<file path="src/shared/sdsp_pkg.sv">
// Purpose: shared constants and types of the servo driver serial port
// Assumes: 16-bit write-only frames, most significant bit shifted first
// Notes:   both ends and the testbench use these names
package sdsp_pkg;

  // ---------------------------------------------------------------
  // frame layout
  // ---------------------------------------------------------------
  localparam int unsigned FRAME_BITS  = 16;
  localparam int unsigned NUM_PORTS   = 8;
  localparam int unsigned SEL_HIGH    = 15;
  localparam int unsigned SEL_MID     = 14;
  localparam int unsigned SEL_LOW     = 13;
  localparam int unsigned BANK_BIT    = 3;
  localparam int unsigned COMMUTE_BIT = 12;
  localparam int unsigned HW_COMM_BIT = 4;
  localparam logic [2:0]  PORT_ZERO   = 3'h0;
  localparam logic [2:0]  PORT_TOP    = 3'h7;
  localparam logic [2:0]  PORT_TEST   = 3'h6;
  localparam logic [15:0] PORT_RST    = 16'h0000;

  // ---------------------------------------------------------------
  // link timing, write direction
  // ---------------------------------------------------------------
  localparam int unsigned CLK_NS      = 25;
  localparam int unsigned SCLK_HALF_NS = 50;
  localparam int unsigned LEAD_NS     = 35;
  localparam int unsigned TAIL_NS     = 100;
  localparam int unsigned GAP_NS      = 200;
  localparam int unsigned HALF_CYC = (SCLK_HALF_NS + CLK_NS - 1) / CLK_NS;
  localparam int unsigned LEAD_CYC = (LEAD_NS + CLK_NS - 1) / CLK_NS;
  localparam int unsigned TAIL_CYC = (TAIL_NS + CLK_NS - 1) / CLK_NS;
  localparam int unsigned GAP_CYC  = (GAP_NS + CLK_NS - 1) / CLK_NS;

  // ---------------------------------------------------------------
  // host command registers
  // ---------------------------------------------------------------
  localparam logic [3:0] ADDR_FRAME  = 4'h0;
  localparam logic [3:0] ADDR_STATUS = 4'h1;
  localparam int unsigned STAT_BUSY  = 0;
  localparam int unsigned STAT_DONE  = 1;

  typedef enum logic [2:0] {
    HST_IDLE = 3'b000,
    HST_LEAD = 3'b001,
    HST_HIGH = 3'b010,
    HST_LOW  = 3'b011,
    HST_TAIL = 3'b100,
    HST_GAP  = 3'b101
  } sdsp_host_st_t;

  typedef enum logic [2:0] {
    COMM_PH0 = 3'b000,
    COMM_PH1 = 3'b001,
    COMM_PH2 = 3'b010,
    COMM_PH3 = 3'b011,
    COMM_PH4 = 3'b100,
    COMM_PH5 = 3'b101
  } sdsp_comm_t;

endpackage

</file>
<file path="src/shared/sdsp_link_if.sv">
// Purpose: three-wire write link between host and driver
// Assumes: all lines driven by the host only
// Notes:   no clocking block; each end samples as it needs
`timescale 1ns/1ps
interface sdsp_link_if;
  logic serialClk;
  logic serialDataLine;
  logic serialSelectLow;

  modport host (
    output serialClk,
    output serialDataLine,
    output serialSelectLow
  );

  modport dev (
    input serialClk,
    input serialDataLine,
    input serialSelectLow
  );
endinterface

</file>
<file path="src/hdl/sdsp_device.sv">
// Purpose: driver end, receives frames and holds the eight port registers
// Assumes: link lines asynchronous to clk_sys, sclk at most clk_sys/4
// Notes:   also runs the spindle commutation phase sequence
`timescale 1ns/1ps
module sdsp_device (
  // clock and reset
  input  wire logic                clk_sys,
  input  wire logic                rst_n,
  // link
  sdsp_link_if.dev                 link,
  // back-emf zero crossing from the spindle sense, asynchronous
  input  wire logic                zeroCross,
  // port register contents
  output logic [7:0][15:0]         portRegs,
  output logic                     bankSelect,
  // frame and commutation events
  output logic                     frameLoaded,
  output logic [2:0]               frameDest,
  output logic                     commStep,
  output logic [2:0]               commPhase
);

  // ---------------------------------------------------------------
  // input synchronisers
  // ---------------------------------------------------------------
  logic [1:0] clkSyncFf,  nxt_clkSync;
  logic [1:0] dataSyncFf, nxt_dataSync;
  logic [1:0] selSyncFf,  nxt_selSync;
  logic [1:0] zcSyncFf,   nxt_zcSync;
  logic       clkPrevFf,  nxt_clkPrev;
  logic       zcPrevFf,   nxt_zcPrev;
  logic       sclkRise;
  logic       zcRise;

  // stage 0 feeds stage 1 only; all logic reads stage 1
  always_comb begin
    nxt_clkSync  = {clkSyncFf[0], link.serialClk};
    nxt_dataSync = {dataSyncFf[0], link.serialDataLine};
    nxt_selSync  = {selSyncFf[0], link.serialSelectLow};
    nxt_zcSync   = {zcSyncFf[0], zeroCross};
    nxt_clkPrev  = clkSyncFf[1];
    nxt_zcPrev   = zcSyncFf[1];
  end

  always_ff @(posedge clk_sys) begin
    if (!rst_n) begin
      clkSyncFf  <= 2'h0;
      dataSyncFf <= 2'h0;
      selSyncFf  <= 2'h3;
      zcSyncFf   <= 2'h0;
      clkPrevFf  <= 1'b0;
      zcPrevFf   <= 1'b0;
    end else begin
      clkSyncFf  <= nxt_clkSync;
      dataSyncFf <= nxt_dataSync;
      selSyncFf  <= nxt_selSync;
      zcSyncFf   <= nxt_zcSync;
      clkPrevFf  <= nxt_clkPrev;
      zcPrevFf   <= nxt_zcPrev;
    end
  end

  // data and select share the clock's delay, so they stay aligned to it
  assign sclkRise = clkSyncFf[1] && !clkPrevFf;
  assign zcRise   = zcSyncFf[1] && !zcPrevFf;

  // ---------------------------------------------------------------
  // frame receiver
  // ---------------------------------------------------------------
  logic [4:0]  bitCntFf, nxt_bitCnt;
  logic [15:0] shiftFf,  nxt_shift;
  logic        loadFf,   nxt_load;

  always_comb begin
    nxt_bitCnt = bitCntFf;
    nxt_shift  = shiftFf;
    nxt_load   = 1'b0;
    if (selSyncFf[1]) begin
      // a partial frame is simply forgotten here
      nxt_bitCnt = 5'h00;
    end else if (sclkRise && (bitCntFf < 5'(sdsp_pkg::FRAME_BITS))) begin
      nxt_shift  = {shiftFf[14:0], dataSyncFf[1]};
      nxt_bitCnt = bitCntFf + 5'h01;
      // clocks past the sixteenth are ignored until select rises
      nxt_load   = (bitCntFf == 5'(sdsp_pkg::FRAME_BITS - 1));
    end
  end

  always_ff @(posedge clk_sys) begin
    if (!rst_n) begin
      bitCntFf <= 5'h00;
      shiftFf  <= 16'h0000;
      loadFf   <= 1'b0;
    end else begin
      bitCntFf <= nxt_bitCnt;
      shiftFf  <= nxt_shift;
      loadFf   <= nxt_load;
    end
  end

  // ---------------------------------------------------------------
  // port decode
  // ---------------------------------------------------------------
  function automatic logic [2:0] destOf(input logic [15:0] frame, input logic bank);
    logic [1:0] pair;
    pair = {frame[sdsp_pkg::SEL_MID], frame[sdsp_pkg::SEL_LOW]};
    destOf = sdsp_pkg::PORT_ZERO;
    if (frame[sdsp_pkg::SEL_HIGH]) begin
      destOf = sdsp_pkg::PORT_TOP;
    end else if (pair == 2'h0) begin
      destOf = sdsp_pkg::PORT_ZERO;
    end else if (!bank) begin
      destOf = {pair, 1'b0} - 3'h1;
    end else begin
      destOf = {pair, 1'b0};
    end
  endfunction

  // one unpacked entry per port so each register has its own process
  logic [15:0]      portFf [sdsp_pkg::NUM_PORTS];
  logic [2:0]       dest;

  // bank bit lives in port 0 and steers later frames with bit 15 clear and a nonzero bit 14:13 pair
  assign dest = destOf(shiftFf, portFf[0][sdsp_pkg::BANK_BIT]);

  // ---------------------------------------------------------------
  // port registers
  // ---------------------------------------------------------------
  genvar gi;
  generate
    for (gi = 0; gi < sdsp_pkg::NUM_PORTS; gi++) begin : g_port
      logic [15:0] nxt_port;
      always_comb begin
        nxt_port = portFf[gi];
        // the test port is not user programmable and keeps its reset value
        if (loadFf && (dest == 3'(gi)) && (dest != sdsp_pkg::PORT_TEST)) begin
          nxt_port = shiftFf;
        end
      end
      always_ff @(posedge clk_sys) begin
        if (!rst_n) begin
          portFf[gi] <= sdsp_pkg::PORT_RST;
        end else begin
          portFf[gi] <= nxt_port;
        end
      end
    end
  endgenerate

  // ---------------------------------------------------------------
  // load report
  // ---------------------------------------------------------------
  logic       loadedFf, nxt_loaded;
  logic [2:0] destFf,   nxt_destOut;
  logic       stepFf,   nxt_step;

  always_comb begin
    nxt_loaded  = loadFf;
    nxt_destOut = destFf;
    if (loadFf) begin
      nxt_destOut = dest;
    end
    // a write to port 0 with the manual bit set is one software step
    nxt_step = loadFf && (dest == sdsp_pkg::PORT_ZERO)
               && shiftFf[sdsp_pkg::COMMUTE_BIT];
  end

  always_ff @(posedge clk_sys) begin
    if (!rst_n) begin
      loadedFf <= 1'b0;
      destFf   <= 3'h0;
      stepFf   <= 1'b0;
    end else begin
      loadedFf <= nxt_loaded;
      destFf   <= nxt_destOut;
      stepFf   <= nxt_step;
    end
  end

  // ---------------------------------------------------------------
  // commutation sequence
  // ---------------------------------------------------------------
  sdsp_pkg::sdsp_comm_t phaseFf, nxt_phase;
  logic                 advance;

  // hardware mode follows back-emf, software mode follows manual steps
  assign advance = portFf[0][sdsp_pkg::HW_COMM_BIT] ? zcRise : stepFf;

  always_comb begin
    nxt_phase = phaseFf;
    if (advance) begin
      case (phaseFf)
        sdsp_pkg::COMM_PH0: nxt_phase = sdsp_pkg::COMM_PH1;
        sdsp_pkg::COMM_PH1: nxt_phase = sdsp_pkg::COMM_PH2;
        sdsp_pkg::COMM_PH2: nxt_phase = sdsp_pkg::COMM_PH3;
        sdsp_pkg::COMM_PH3: nxt_phase = sdsp_pkg::COMM_PH4;
        sdsp_pkg::COMM_PH4: nxt_phase = sdsp_pkg::COMM_PH5;
        sdsp_pkg::COMM_PH5: nxt_phase = sdsp_pkg::COMM_PH0;
        default:            nxt_phase = sdsp_pkg::COMM_PH0;
      endcase
    end
  end

  always_ff @(posedge clk_sys) begin
    if (!rst_n) begin
      phaseFf <= sdsp_pkg::COMM_PH0;
    end else begin
      phaseFf <= nxt_phase;
    end
  end

  // ---------------------------------------------------------------
  // outputs
  // ---------------------------------------------------------------
  always_comb begin
    for (int p = 0; p < sdsp_pkg::NUM_PORTS; p++) begin
      portRegs[p] = portFf[p];
    end
  end
  assign bankSelect  = portFf[0][sdsp_pkg::BANK_BIT];
  assign frameLoaded = loadedFf;
  assign frameDest   = destFf;
  assign commStep    = stepFf;
  assign commPhase   = phaseFf;

endmodule

</file>
<file path="src/flat_wrapper.sv">
// flat-port wrapper written by rule: the top's interface ports become plain ports
module sdsp_device_flat 
  (clk_sys, rst_n, zeroCross, portRegs, bankSelect, frameLoaded, frameDest, commStep, commPhase, link_serialClk, link_serialDataLine, link_serialSelectLow);
  sdsp_link_if link_i ();
  input  wire logic clk_sys;
  input  wire logic rst_n;
  input  wire logic zeroCross;
  output logic [7:0][15:0] portRegs;
  output logic bankSelect;
  output logic frameLoaded;
  output logic [2:0] frameDest;
  output logic commStep;
  output logic [2:0] commPhase;
  input wire logic [$bits(link_i.serialClk)-1:0] link_serialClk;
  input wire logic [$bits(link_i.serialDataLine)-1:0] link_serialDataLine;
  input wire logic [$bits(link_i.serialSelectLow)-1:0] link_serialSelectLow;
  assign link_i.serialClk = link_serialClk;
  assign link_i.serialDataLine = link_serialDataLine;
  assign link_i.serialSelectLow = link_serialSelectLow;
  sdsp_device u_core (.clk_sys(clk_sys), .rst_n(rst_n), .link(link_i), .zeroCross(zeroCross), .portRegs(portRegs), .bankSelect(bankSelect), .frameLoaded(frameLoaded), .frameDest(frameDest), .commStep(commStep), .commPhase(commPhase));
endmodule
</file>
<file path="config.mk">
export PLATFORM = sky130hd
export DESIGN_NAME = sdsp_device_flat
export DESIGN_NICKNAME = d
export VERILOG_FILES = /design/src/shared/sdsp_pkg.sv /design/src/shared/sdsp_link_if.sv /design/src/hdl/sdsp_device.sv /design/src/flat_wrapper.sv
export SDC_FILE = /design/constraint.sdc
export NUM_CORES = 1
export LEC_CHECK = 0
export ABC_AREA = 1
export ABC_CLOCK_PERIOD_IN_PS = 1700
export BUFFER_PORTS_ARGS = -buffer_cell sky130_fd_sc_hd__buf_2
export CAP_MARGIN = 20
export CELL_PAD_IN_SITES_DETAIL_PLACEMENT = 0
export CELL_PAD_IN_SITES_GLOBAL_PLACEMENT = 1
export CORE_ASPECT_RATIO = 0.5
export CORE_MARGIN = 2
export CORE_UTILIZATION = 35
export DETAILED_ROUTE_END_ITERATION = 12
export GPL_ROUTABILITY_DRIVEN = 0
export PLACE_DENSITY_LB_ADDON = 0.2
export SLEW_MARGIN = 10
export SYNTH_ARGS = -nofsm -noshare
export SYNTH_HDL_FRONTEND = slang
export SYNTH_SLANG_ARGS = --single-unit
export TNS_END_PERCENT = 100
</file>
<file path="constraint.sdc">
create_clock -name clk_sys -period 1.7 [get_ports clk_sys]
set_clock_uncertainty 0.2 [all_clocks]
set_input_delay 0.51 -clock clk_sys [delete_from_list [all_inputs] [get_ports clk_sys]]
set_output_delay 0.51 -clock clk_sys [all_outputs]
set_load 0.02 [all_outputs]
</file>
Yosys cells after proc, flatten, opt, wreduce, memory -nomap -nowiden
Memory sizes are Yosys's and may differ from the RTL's.
Cells that the tools add are included.
- $add $sub $neg: 2
- $lt $le $gt $ge: 1
- equal/unequal tests: 13
- mux-type cells: 23
- bitwise logic cells: 11
- reduce and logical (&&, ||, !) cells: 28
- operators with widths (kind ; number):
    $mux 16 ; 16
    $logic_and 1x1->1 ; 20
    $eq 3x3->1 const B ; 5
    $pmux 3 s5 ; 1
    $eq 3x2->1 const B ; 4
    $mux 3 ; 3
    $or 1x1->1 ; 8
    $eq 3x1->1 const B ; 2
    $logic_not 3->1 ; 2
    $add 5x1->5 const B ; 1
    $eq 5x4->1 const B ; 1
    $lt 5x5->1 const B ; 1
    $mux 1 ; 3
    $ne 3x3->1 const B ; 1
    $not 1->1 ; 3
    $reduce_or 3->1 ; 1
    $sub 3x1->3 const B ; 1
    $logic_not 1->1 ; 2
    $logic_not 2->1 ; 1
    $reduce_and 2->1 ; 1
    $reduce_or 2->1 ; 1
- bits in registers: 40
- bits in writable memories: 128
- input port bits: 6
- output and inout port bits: 137
- memories: 1
- memories (memory ; words ; width ; read ports ; clocked after Yosys merged registers in ; wr ports ; RTL line ; text):
    u_core.portFf ; 8 ; 16 ; 8 ; 0 ; 8 ; sdsp_device.sv:120 ; logic [15:0] portFf [sdsp_pkg::NUM_PORTS];

Longest topological paths before layout
Gate-level depths: netlist of the first run.
- depth after elaboration: 9
- depth in mapped cells: 10

Least setup slack after synthesis of the first run
OpenSTA, ideal clock, no wires.
- path type: register -> register
- start point: register u_core.shiftFf[13]
- end point: memory u_core.portFf[2][6], in the netlist u_core.portFf[0][38]
- library setup time: 113 ps
- arrival: 1536 ps
- slack: -149 ps
- cell stages (with the launch flop): 10
- path buffers: 1
- clock period less this slack: 1849 ps
- cells stage by stage: dfxtp_1 -> inv_2 -> ha_1 -> nand2_1 -> nand3_2 -> nor2b_1 -> buf_2 -> nand3_1 -> nand2_1 -> nor2_1
- RTL lines (element ; RTL line ; text):
    start, declared ; sdsp_device.sv:71 ; logic [15:0] shiftFf, nxt_shift;
    start signal, assigned ; sdsp_device.sv:96 ; shiftFf <= nxt_shift;
    end, declared ; sdsp_device.sv:120 ;

==> impl_metrics.toml, run 1 <==
[status]
violations = "negative setup slack"
status = "finished, violations left"

[die]
die_w_um = 194
die_h_um = 99.0
io_pins = 143
fp-row-count = 34
coreArea_mm2 = 0.0175
initial_core_util_pct = 36.1
dieArea_mm2 = 0.0192

[setup_path]
critPathKind = "reg2reg"
reg2reg_depth = 9
cp_slowest_cell = "dfxtp_4"
reg2reg_from = "u_core.shiftFf[13]"
max_stage_delay_ns = 0.36
r2r_end = "u_core.portFf[0][4]"
crit_chain = "inv_4, ha_4, nand2_4, nand3_4, buf_4, nand4_1, buf_12, nor2_1, nor2_1"
worstSetupStartpointType = "flip-flop"
crit_buf_inv = 3
cp.depth = 9
r2r_slack_ns = -0.10
end_kind = "flip-flop"
cp.arrival_ns = 1.91
crit_required_ns = 1.81
crit_fanout = 32
crit_family = "simple AND/OR/NAND/NOR gates"
cp_common_cell = "nor2_1"

[sta]
finalHoldViolCount = 0
rsz0062_at_grt = "true"
drv_slew = 0
fin_crit_ns = 1.80
worst_pin_slew_ns = 0.482
setup_viol = 108
max_freq_mhz = 555
fin_ws_ns = -0.102
relSlewSlack_pct = 67.8
whs_ns = 0.0756
fin_crit_sh_pct = 106

[global_routing]
use_met3_pct = 4.35
met1_usage_pct = 27.5
grt_use_total_pct = 19.1
grt_pass1_wl_um = 28600
busiest_layer = "met2"
overflow = 0
antenna_found_initial = 0
use_met2_pct = 29.2
grt_pass1_vias = 5254
grt_max_degree = 77

[final_layout]
area_delta_synth_final_pct = 38.4
antennaDiodeCount = 0
drive_above_1_share_pct = 29.2
stdcell_area_mm2 = 0.00875
final_cell_mix = "180 x nand2_1, 177 x nor2_1, 162 x dfxtp_1, 121 x buf_2, 95 x inv_1"
final_common_cell = "nand2_1"
nNetsFinal = 1036

[detailed_routing]
finalWirelength_um = 18500
drt_iter0_drc = 385
routed_via_density = 4.51
drt_pass1_iterations = 4
via_count = 5748
ant_nets = 0
wl_per_cell_um = 14.5
drc = 0

[power_and_ir_drop]
ir_drop_uv = 658
p_per_area_mw_per_mm2 = 945
p_int_mw = 6.43
switching_share_pct = 22.2
clkPwrFrac_pct = 49.6
power_leakage_nw = 4.45
p_sw_mw = 1.84
power_mw = 8.27
seq_power_share_pct = 47.8
pwr-share-comb_pct = 2.6

[clocking]
hold_buffers = 0
htreeDepth = 4
insertion_delay_ns = 0.42
clk_pin_slew_ns = 0.07
cts_root_buf = "clkbuf_16"
cts_tree = "done"
cts.sink_count = 168
clockBufferDepth = 2
cts_buffers = 17

[logic_synthesis]
avgSynthCellArea_um2 = 7.43
synth_ff_type = "dfxtp_1"
synth_cells = 851
seq_area_frac_synth_pct = 53.2
syn_area_mm2 = 0.00632
synth-seq-cells = 168
async_flop_share_pct = 0
synth_nets = 860
synth_enable_flop_cells = 0
yosys_warnings = 0
ys_types = 33

[min_path]
worstHoldStart = "zeroCross"
hold_end = "u_core.zcSyncFf[0]"
hold_path_depth = 3
hold_path.class = "in2reg"

[job]
maxCapViolCount = 0

[place]
io_buffers = 142
place_ws_ns = -0.246
dp_hpwl_um = 11900
placed_area_mm2 = 0.00765
## per-stage QoR
stage,utilization (%),cells,TNS [ns]
2_1_floorplan,-,851,0
6_report,49.9,1274,-4.59
3_5_place_dp,43.6,1231,-9.74
5_1_grt,49.9,1274,-13.12
4_1_cts,48.1,1267,-1.92
3_3_place_gp,43.6,1231,-7.86
## cell families after synthesis
logic type / after synthesis / share of synthesized area, %
buffers and inverters: 150 / 10.0
DFF: 168 / 53.2
AOI/OAI and AO/OA: 67 / 5.70
and+or+nand+nor: 462 / 30.3
adders and majority gates: 3 / 0.594
xor gates and xnor gates: 1 / 0.139
## how the worst max path moves through the flow
| stage | slack [ns] | startpoint | to |
|---|---|---|---|
| after detailed placement | -0.25 | u_core.shiftFf[13] | u_core.portFf[0][34] |
| after global placement | -0.25 | u_core.shiftFf[13] | u_core.portFf[0][44] |
| after floorplan | 0.02 | u_core.shiftFf[13] | u_core.portFf[0][58] |
| after global routing | -0.18 | u_core.shiftFf[13] | u_core.portFf[0][10] |
| after CTS | -0.08 | u_core.shiftFf[13] | u_core.portFf[1][4] |
| final | -0.10 | u_core.shiftFf[13] | u_core.portFf[0][4] |
## metal layers
layer | vias to the layer above | part of all wire, %
li1 | 2956 | -
met4 | 0 | 0.62
met5 | - | 0
met1 | 2673 | 51
met2 | 107 | 44
met3 | 12 | 4.4
## synth_stat cells (all sizes together) (2+ instances only)
master	n	area (um^2)
nand2	201	762
nor2	197	764
dfxtp	168	3360
inv	102	383
a21oi	34	174
buf	31	186
nand4	30	188
nand3	26	153
o21ai	25	129
clkbuf	16	60.1
ha	3	37.5
nor3b	3	22.5
o211ai	3	22.5
a211oi	2	15.0
a31oi	2	12.5
nor3	2	10.0
or2	2	12.5
## power by group through the flow
stage | combinational [mW] | clock (mW) | sequential (mW)
global route | 0.235 | 4.38 | 3.95
floorplan | 0.119 | 0 | 4.05
detailed placement | 0.202 | 0 | 4.04
CTS | 0.208 | 4.18 | 3.95
finish | 0.214 | 4.10 | 3.95
global placement | 0.201 | 0 | 4.04
## final cells by class
cell class                 instances  area, um^2
fill                            1749        8780
clock inverter                    13         168
multi-input combinational        533        2530
tap                              234         293
inverter                         103         399
clock buffer                      19         453
sequential                       168        3380
timing repair buffer             204        1530
## registers in the layout (all words and copies together), names as in the netlist
| register | cells |
|---|---|
| u_core.shiftFf | 16 |
| u_core.dataSyncFf | 2 |
| u_core.frameDest | 3 |
| u_core.frameLoaded | 1 |
| u_core.bitCntFf | 5 |
| u_core.loadFf | 1 |
| u_core.zcSyncFf | 2 |
| u_core.selSyncFf | 2 |
| u_core.clkPrevFf | 1 |
| u_core.commStep | 1 |
| u_core.commPhase | 3 |
| u_core.zcPrevFf | 1 |
| u_core.clkSyncFf | 2 |
| u_core.portFf | 128 |
## worst reg2reg max path, cell delays in order, from the launching register on
cell and delay (ns):
dfxtp_4 0.36, inv_4 0.04, ha_4 0.26, nand2_4 0.05, nand3_4 0.11, buf_4 0.12, nand4_1 0.12, buf_12 0.22
nor2_1 0.14, nor2_1 0.06
## repair_timing
action / CTS / global route
pin swaps: 3 / 16
hold endpoints to repair: 0 / 0
gates resized for setup: 29 / 66
buffers inserted: 2 / 4
setup endpoints to repair: 98 / 129
gates cloned: 2 / 4
Note: power is estimated with default switching activity, not from simulation.
==> run 2: changes to the inputs <==
--- a/config.mk
+++ b/config.mk
@@ -6,7 +6,7 @@
 export NUM_CORES = 1
 export LEC_CHECK = 0
 export ABC_AREA = 1
-export ABC_CLOCK_PERIOD_IN_PS = 1700
+export ABC_CLOCK_PERIOD_IN_PS = 1600
 export BUFFER_PORTS_ARGS = -buffer_cell sky130_fd_sc_hd__buf_2
 export CAP_MARGIN = 20
 export CELL_PAD_IN_SITES_DETAIL_PLACEMENT = 0
==> constraint.sdc (replaced) <==
create_clock -name clk_sys -period 1.6 [get_ports clk_sys]
set_clock_uncertainty 0.2 [all_clocks]
set_input_delay 0.48 -clock clk_sys [delete_from_list [all_inputs] [get_ports clk_sys]]
set_output_delay 0.48 -clock clk_sys [all_outputs]
set_load 0.02 [all_outputs]
==> impl_metrics.toml, run 2 (synthesis results as in run 1) <==
[sta]
fin_crit_ns = 1.79
relSlewSlack_pct = 70.9
fin_ws_ns = -0.192
max_freq_mhz = 558
setup_viol = 115
fin_crit_sh_pct = 112
finalHoldViolCount = 0
rsz0062_at_grt = "true"
worst_pin_slew_ns = 0.436
drv_slew = 0

[status]
violations = "negative setup slack"
status = "finished, violations left"

[final_layout]
drive_above_1_share_pct = 47.8
final_common_cell = "nor2_1"
antennaDiodeCount = 0
fillCellCount = 1616
area_delta_synth_final_pct = 60.8
top_regs = "u_core.portFf: 128 flops, u_core.shiftFf: 16 flops, u_core.bitCntFf: 5 flops"
nNetsFinal = 1072
largest_register_ffs = 128
largest_register = "u_core.portFf"
final_cell_mix = "158 x nor2_1, 156 x nand2_1, 125 x dfxtp_2, 116 x buf_6"

[setup_path]
reg2reg_from = "u_core.shiftFf[13]"
critPathKind = "reg2reg"
crit_chain = "inv_4, ha_4, inv_4, buf_12, nand3_4, nand2_4, nand2_4, nor2_4, clkbuf_16, nor2_1, nor2_1"
crit_fanout = 7
crit_required_ns = 1.76
worstSetupStartpoint = "u_core.shiftFf[13]"
worstSetupStartpointType = "flip-flop"
cp_slowest_cell = "dfxtp_4"
max_stage_delay_ns = 0.36
cp.arrival_ns = 1.95
end_kind = "flip-flop"

[power_and_ir_drop]
ir_drop_uv = 697
p_per_area_mw_per_mm2 = 852
power_mw = 8.66
power_leakage_nw = 4.83

[die]
initial_core_util_pct = 36.1
io_pins = 143
die_h_um = 99.0
coreArea_mm2 = 0.0175
fp-row-count = 34
die_w_um = 194
dieArea_mm2 = 0.0192

[clocking]
cts.sink_count = 168
cts_root_buf = "clkbuf_16"
cts_buffers = 17
clockBufferDepth = 2
hold_buffers = 0
clk_pin_slew_ns = 0.07
htreeDepth = 4
insertion_delay_ns = 0.43
cts_tree = "done"

[global_routing]
grt_max_degree = 98
antenna_found_initial = 0
grt_use_total_pct = 19.6
grt_pass1_wl_um = 29100
overflow = 0
grt_pass1_vias = 5367

[detailed_routing]
drc = 0
drt_pass1_iterations = 4
finalWirelength_um = 19500
via_count = 5938
drt_iter0_drc = 257
routed_via_density = 4.53
ant_nets = 0
wl_per_cell_um = 14.9

[place]
io_buffers = 142
dp_hpwl_um = 12200
place_ws_ns = -0.341

[job]
maxCapViolCount = 0

[min_path]
hold_path.class = "in2reg"
worstHoldStart = "zeroCross"
run 2: cell types whose count changed in the layout (fill, tap and decap cells not counted), moves of 19 or more:
cell     before  now
buf_2       121    5
buf_4        58   95
buf_6         5  116
dfxtp_1     162   37
dfxtp_2       4  125
nand2_1     180  156
nor2_1      177  158
run 2: through the flow:
stage	util, %	std cells	TNS [ns]	hold slack [ns]	cell area [um^2]
floorplan	-	851	-3.62	0.190	6440
global placement	44.0	1238	-11.74	0.193	7710
detailed placement	44.0	1238	-14.85	0.200	7710
CTS	52.6	1286	-12.84	0.0190	9220
global route	58.0	1310	-26.90	0.0372	10200
finish	58.0	1310	-16.05	0.0298	10200
run 2: repair_timing:
action,4_1_cts,5_1_grt
endpoints found under the setup margin,244,227
cloned,4,5
buffers inserted,12,20
hold endpoints to repair,0,0
pin swaps,10,28
gates resized for setup,283,230
run 2: worst paths after layout:
kind | to | cells after the start | slack, ns
worst max-delay path | u_core.portFf[1][8] | 11 | -0.19
worst max register to register | u_core.portFf[1][8] | 11 | -0.19
worst min register to register | u_core.clkSyncFf[1] | 2 | 0.21
worst min-delay path | u_core.zcSyncFf[0] | 3 | 0.03
run 2: report_power, final:
group,total [mW],switching (mW),internal (mW)
Clock,4.24,1.85,2.39
Combinational,0.228,0.156,0.0723
Sequential,4.19,0.00719,4.18
run 2: critical path: cells and delay by family (launching register included):
kind                       cells  cell delay [ns]
adders and majority gates      1             0.16
buffers and inverters          4             0.38
DFF                            1             0.36
and+or+nand+nor                6             0.61
run 2: cell type report:
class	count	area (um^2)	share of cell area, %
Clock buffer	19	443	4.36
Inverter	103	394	3.88
Timing Repair Buffer	240	2570	25.3
Clock inverter	13	156	1.54
Tap cell	234	293	2.88
Sequential cell	168	3540	34.8
Multi-Input combinational cell	533	2760	27.2
run 2: routing by layer:
metal,vias to the layer above,wire (um),global-route usage (%)
met3,14,1080,4.35
met1,2768,9450,27.6
li1,3038,-,-
met5,-,0,0
met4,0,182,5.07
met2,118,8790,30.5
==> run 3: changes to the inputs <==
--- a/config.mk
+++ b/config.mk
@@ -5,7 +5,6 @@
 export SDC_FILE = /design/constraint.sdc
 export NUM_CORES = 1
 export LEC_CHECK = 0
-export ABC_AREA = 1
 export ABC_CLOCK_PERIOD_IN_PS = 1600
 export BUFFER_PORTS_ARGS = -buffer_cell sky130_fd_sc_hd__buf_2
 export CAP_MARGIN = 20
@@ -13,7 +12,7 @@
 export CELL_PAD_IN_SITES_GLOBAL_PLACEMENT = 1
 export CORE_ASPECT_RATIO = 0.5
 export CORE_MARGIN = 2
-export CORE_UTILIZATION = 35
+export CORE_UTILIZATION = 37
 export DETAILED_ROUTE_END_ITERATION = 12
 export GPL_ROUTABILITY_DRIVEN = 0
 export PLACE_DENSITY_LB_ADDON = 0.2
==> impl_metrics.toml, run 3 <==
[final_layout]
nNetsFinal = 921
largest_register_ffs = 128
final_common_cell = "buf_6"
largest_register = "u_core.portFf"
top_regs = "u_core.portFf: 128 flops, u_core.shiftFf: 16 flops, u_core.bitCntFf: 5 flops"
drive_above_1_share_pct = 51.7
stdcell_area_mm2 = 0.0103
final_cell_mix = "130 x buf_6, 126 x dfxtp_2, 125 x buf_4, 100 x nand2_1, 68 x mux2i_1"
antennaDiodeCount = 0
area_delta_synth_final_pct = 58.1

[global_routing]
grt_pass1_wl_um = 31200
grt_use_total_pct = 21.4
grt_max_degree = 33
grt_pass1_vias = 5515
overflow = 0
antenna_found_initial = 0

[die]
dieArea_mm2 = 0.0187
fp-row-count = 34
die_h_um = 97.8
coreArea_mm2 = 0.0173
die_w_um = 192
io_pins = 143
initial_core_util_pct = 37.6

[logic_synthesis]
synth_area_leaders = "dfxtp_1 52%, mux2i_1 10%, nand2_1 5.8%"
synth_cells = 678
avgSynthCellArea_um2 = 9.60
yosys_warnings = 0
yosys.area.top_type = "dfxtp_1"
ys_types = 48
synth-seq-cells = 168
yosys.cell_count.top_type = "dfxtp_1"
syn_area_mm2 = 0.00651
synth_ff_type = "dfxtp_1"
synth_nets = 687
synth_common_cells = "168 x dfxtp_1, 100 x nand2_1, 68 x mux2i_1, 46 x clkbuf_1, 42 x nand4_1"
async_flop_share_pct = 0
synth_top_area_share_pct = 51.7
synth_enable_flop_cells = 0
seq_area_frac_synth_pct = 51.7

[sta]
fin_crit_sh_pct = 114
relSlewSlack_pct = 74.2
finalHoldViolCount = 0
worst_pin_slew_ns = 0.387
fin_crit_ns = 1.83
max_freq_mhz = 547
setup_viol = 102
fin_ws_ns = -0.227
drv_slew = 0
rsz0062_at_grt = "true"

[job]
maxCapViolCount = 0

[power_and_ir_drop]
p_per_area_mw_per_mm2 = 815
ir_drop_uv = 700
power_leakage_nw = 4.59

[detailed_routing]
finalWirelength_um = 20800
drc = 0
routed_via_density = 5.16
ant_nets = 0
wl_per_cell_um = 18.0
drt_iter0_drc = 369
via_count = 5984
drt_pass1_iterations = 5

[setup_path]
reg2reg_depth = 5
reg2reg_from = "u_core.shiftFf[13]"
end_kind = "flip-flop"
crit_fanout = 6
cp.arrival_ns = 1.93
worstSetupStartpoint = "u_core.shiftFf[13]"
worstSetupStartpointType = "flip-flop"
critPathKind = "reg2reg"
crit_required_ns = 1.70

[place]
place_ws_ns = -0.237
placed_area_mm2 = 0.00799
io_buffers = 142
dp_hpwl_um = 13100

[clocking]
cts.sink_count = 168
insertion_delay_ns = 0.42
clk_pin_slew_ns = 0.07
clockBufferDepth = 2
cts_tree = "done"
htreeDepth = 4
cts_root_buf = "clkbuf_16"
cts_buffers = 17

[status]
violations = "negative setup slack"
status = "finished, violations left"

[min_path]
hold_path.class = "in2reg"
worstHoldStart = "link_serialClk"
hold_path_depth = 2
## run 3: cell count changes after synthesis, moves of 18 or more
cell,change
nor2_1,-186
nand2_1,-98
inv_1,-86
mux2i_1,+68
and2_1,+39
clkbuf_1,+30
a21oi_1,-18
nand3b_1,+18
## run 3: repair_timing
action                                  in CTS  in global routing
pin swaps                                   22                 18
hold buffers                                 0                  0
setup buffers                               33                 19
gates cloned                                 7                  4
gates resized for setup                    305                143
endpoints found under the setup margin     236                232
## run 3: worst max-delay path, cell delays in order (launching register included)
cell and delay, ns:
dfxtp_4 0.37, buf_6 0.10, nand3b_1 0.12, or4_4 0.59, clkbuf_16 0.20, mux2i_1 0.11
## run 3: path summary, 6_finish.rpt
path / slack [ns] / end
setup / recovery: -0.23 / u_core.portFf[1][20]
hold / removal: 0.07 / u_core.clkSyncFf[0]
setup reg to reg: -0.23 / u_core.portFf[1][20]
hold reg to reg: 0.23 / u_core.selSyncFf[1]
## run 3: layout make-up
cell class,count,area [um^2]
Multi-Input combinational cell,436,3010
Clock buffer,20,457
Sequential cell,168,3550
Tap cell,234,293
Clock inverter,12,109
Timing Repair Buffer,277,2810
Fill cell,1543,7030
Inverter,12,52.6
## run 3: cell families (layout without fill, tap and decap cells)
family | count (synthesis) | count (layout) | share of synthesized area (%)
fa+ha+maj | 3 | 3 | 0.577
xor+xnor | 3 | 3 | 0.404
simple gates | 276 | 276 | 22.7
compound gates | 86 | 86 | 9.17
buf+inv | 74 | 321 | 4.98
mux | 68 | 68 | 10.5
flops | 168 | 168 | 51.7
## run 3: metal layers
metal | part of all wire (%) | track usage, %
met3 | 6.6 | 5.90
met5 | 0 | 0
met4 | 0.47 | 5.38
met2 | 44 | 31.4
met1 | 49 | 30.9
## run 3: metrics by stage
step	power (mW)	setup TNS, ns	instances	hold WS [ns]	util (%)
finish	8.38	-15.43	1159	0.0657	59.4
global route	8.67	-21.35	1159	0.0486	59.4
CTS	8.45	-10.12	1138	0.0419	55.8
detailed placement	4.48	-13.35	1066	0.205	46.2
global placement	4.48	-14.34	1066	0.211	46.2
floorplan	4.38	-21.83	678	0.186	-
## run 3: power breakdown
part	leakage [nW]	switching, mW	internal [mW]
Combinational	2.89	0.117	0.0855
Clock	0.276	1.87	2.13
Sequential	1.43	0.00407	4.17
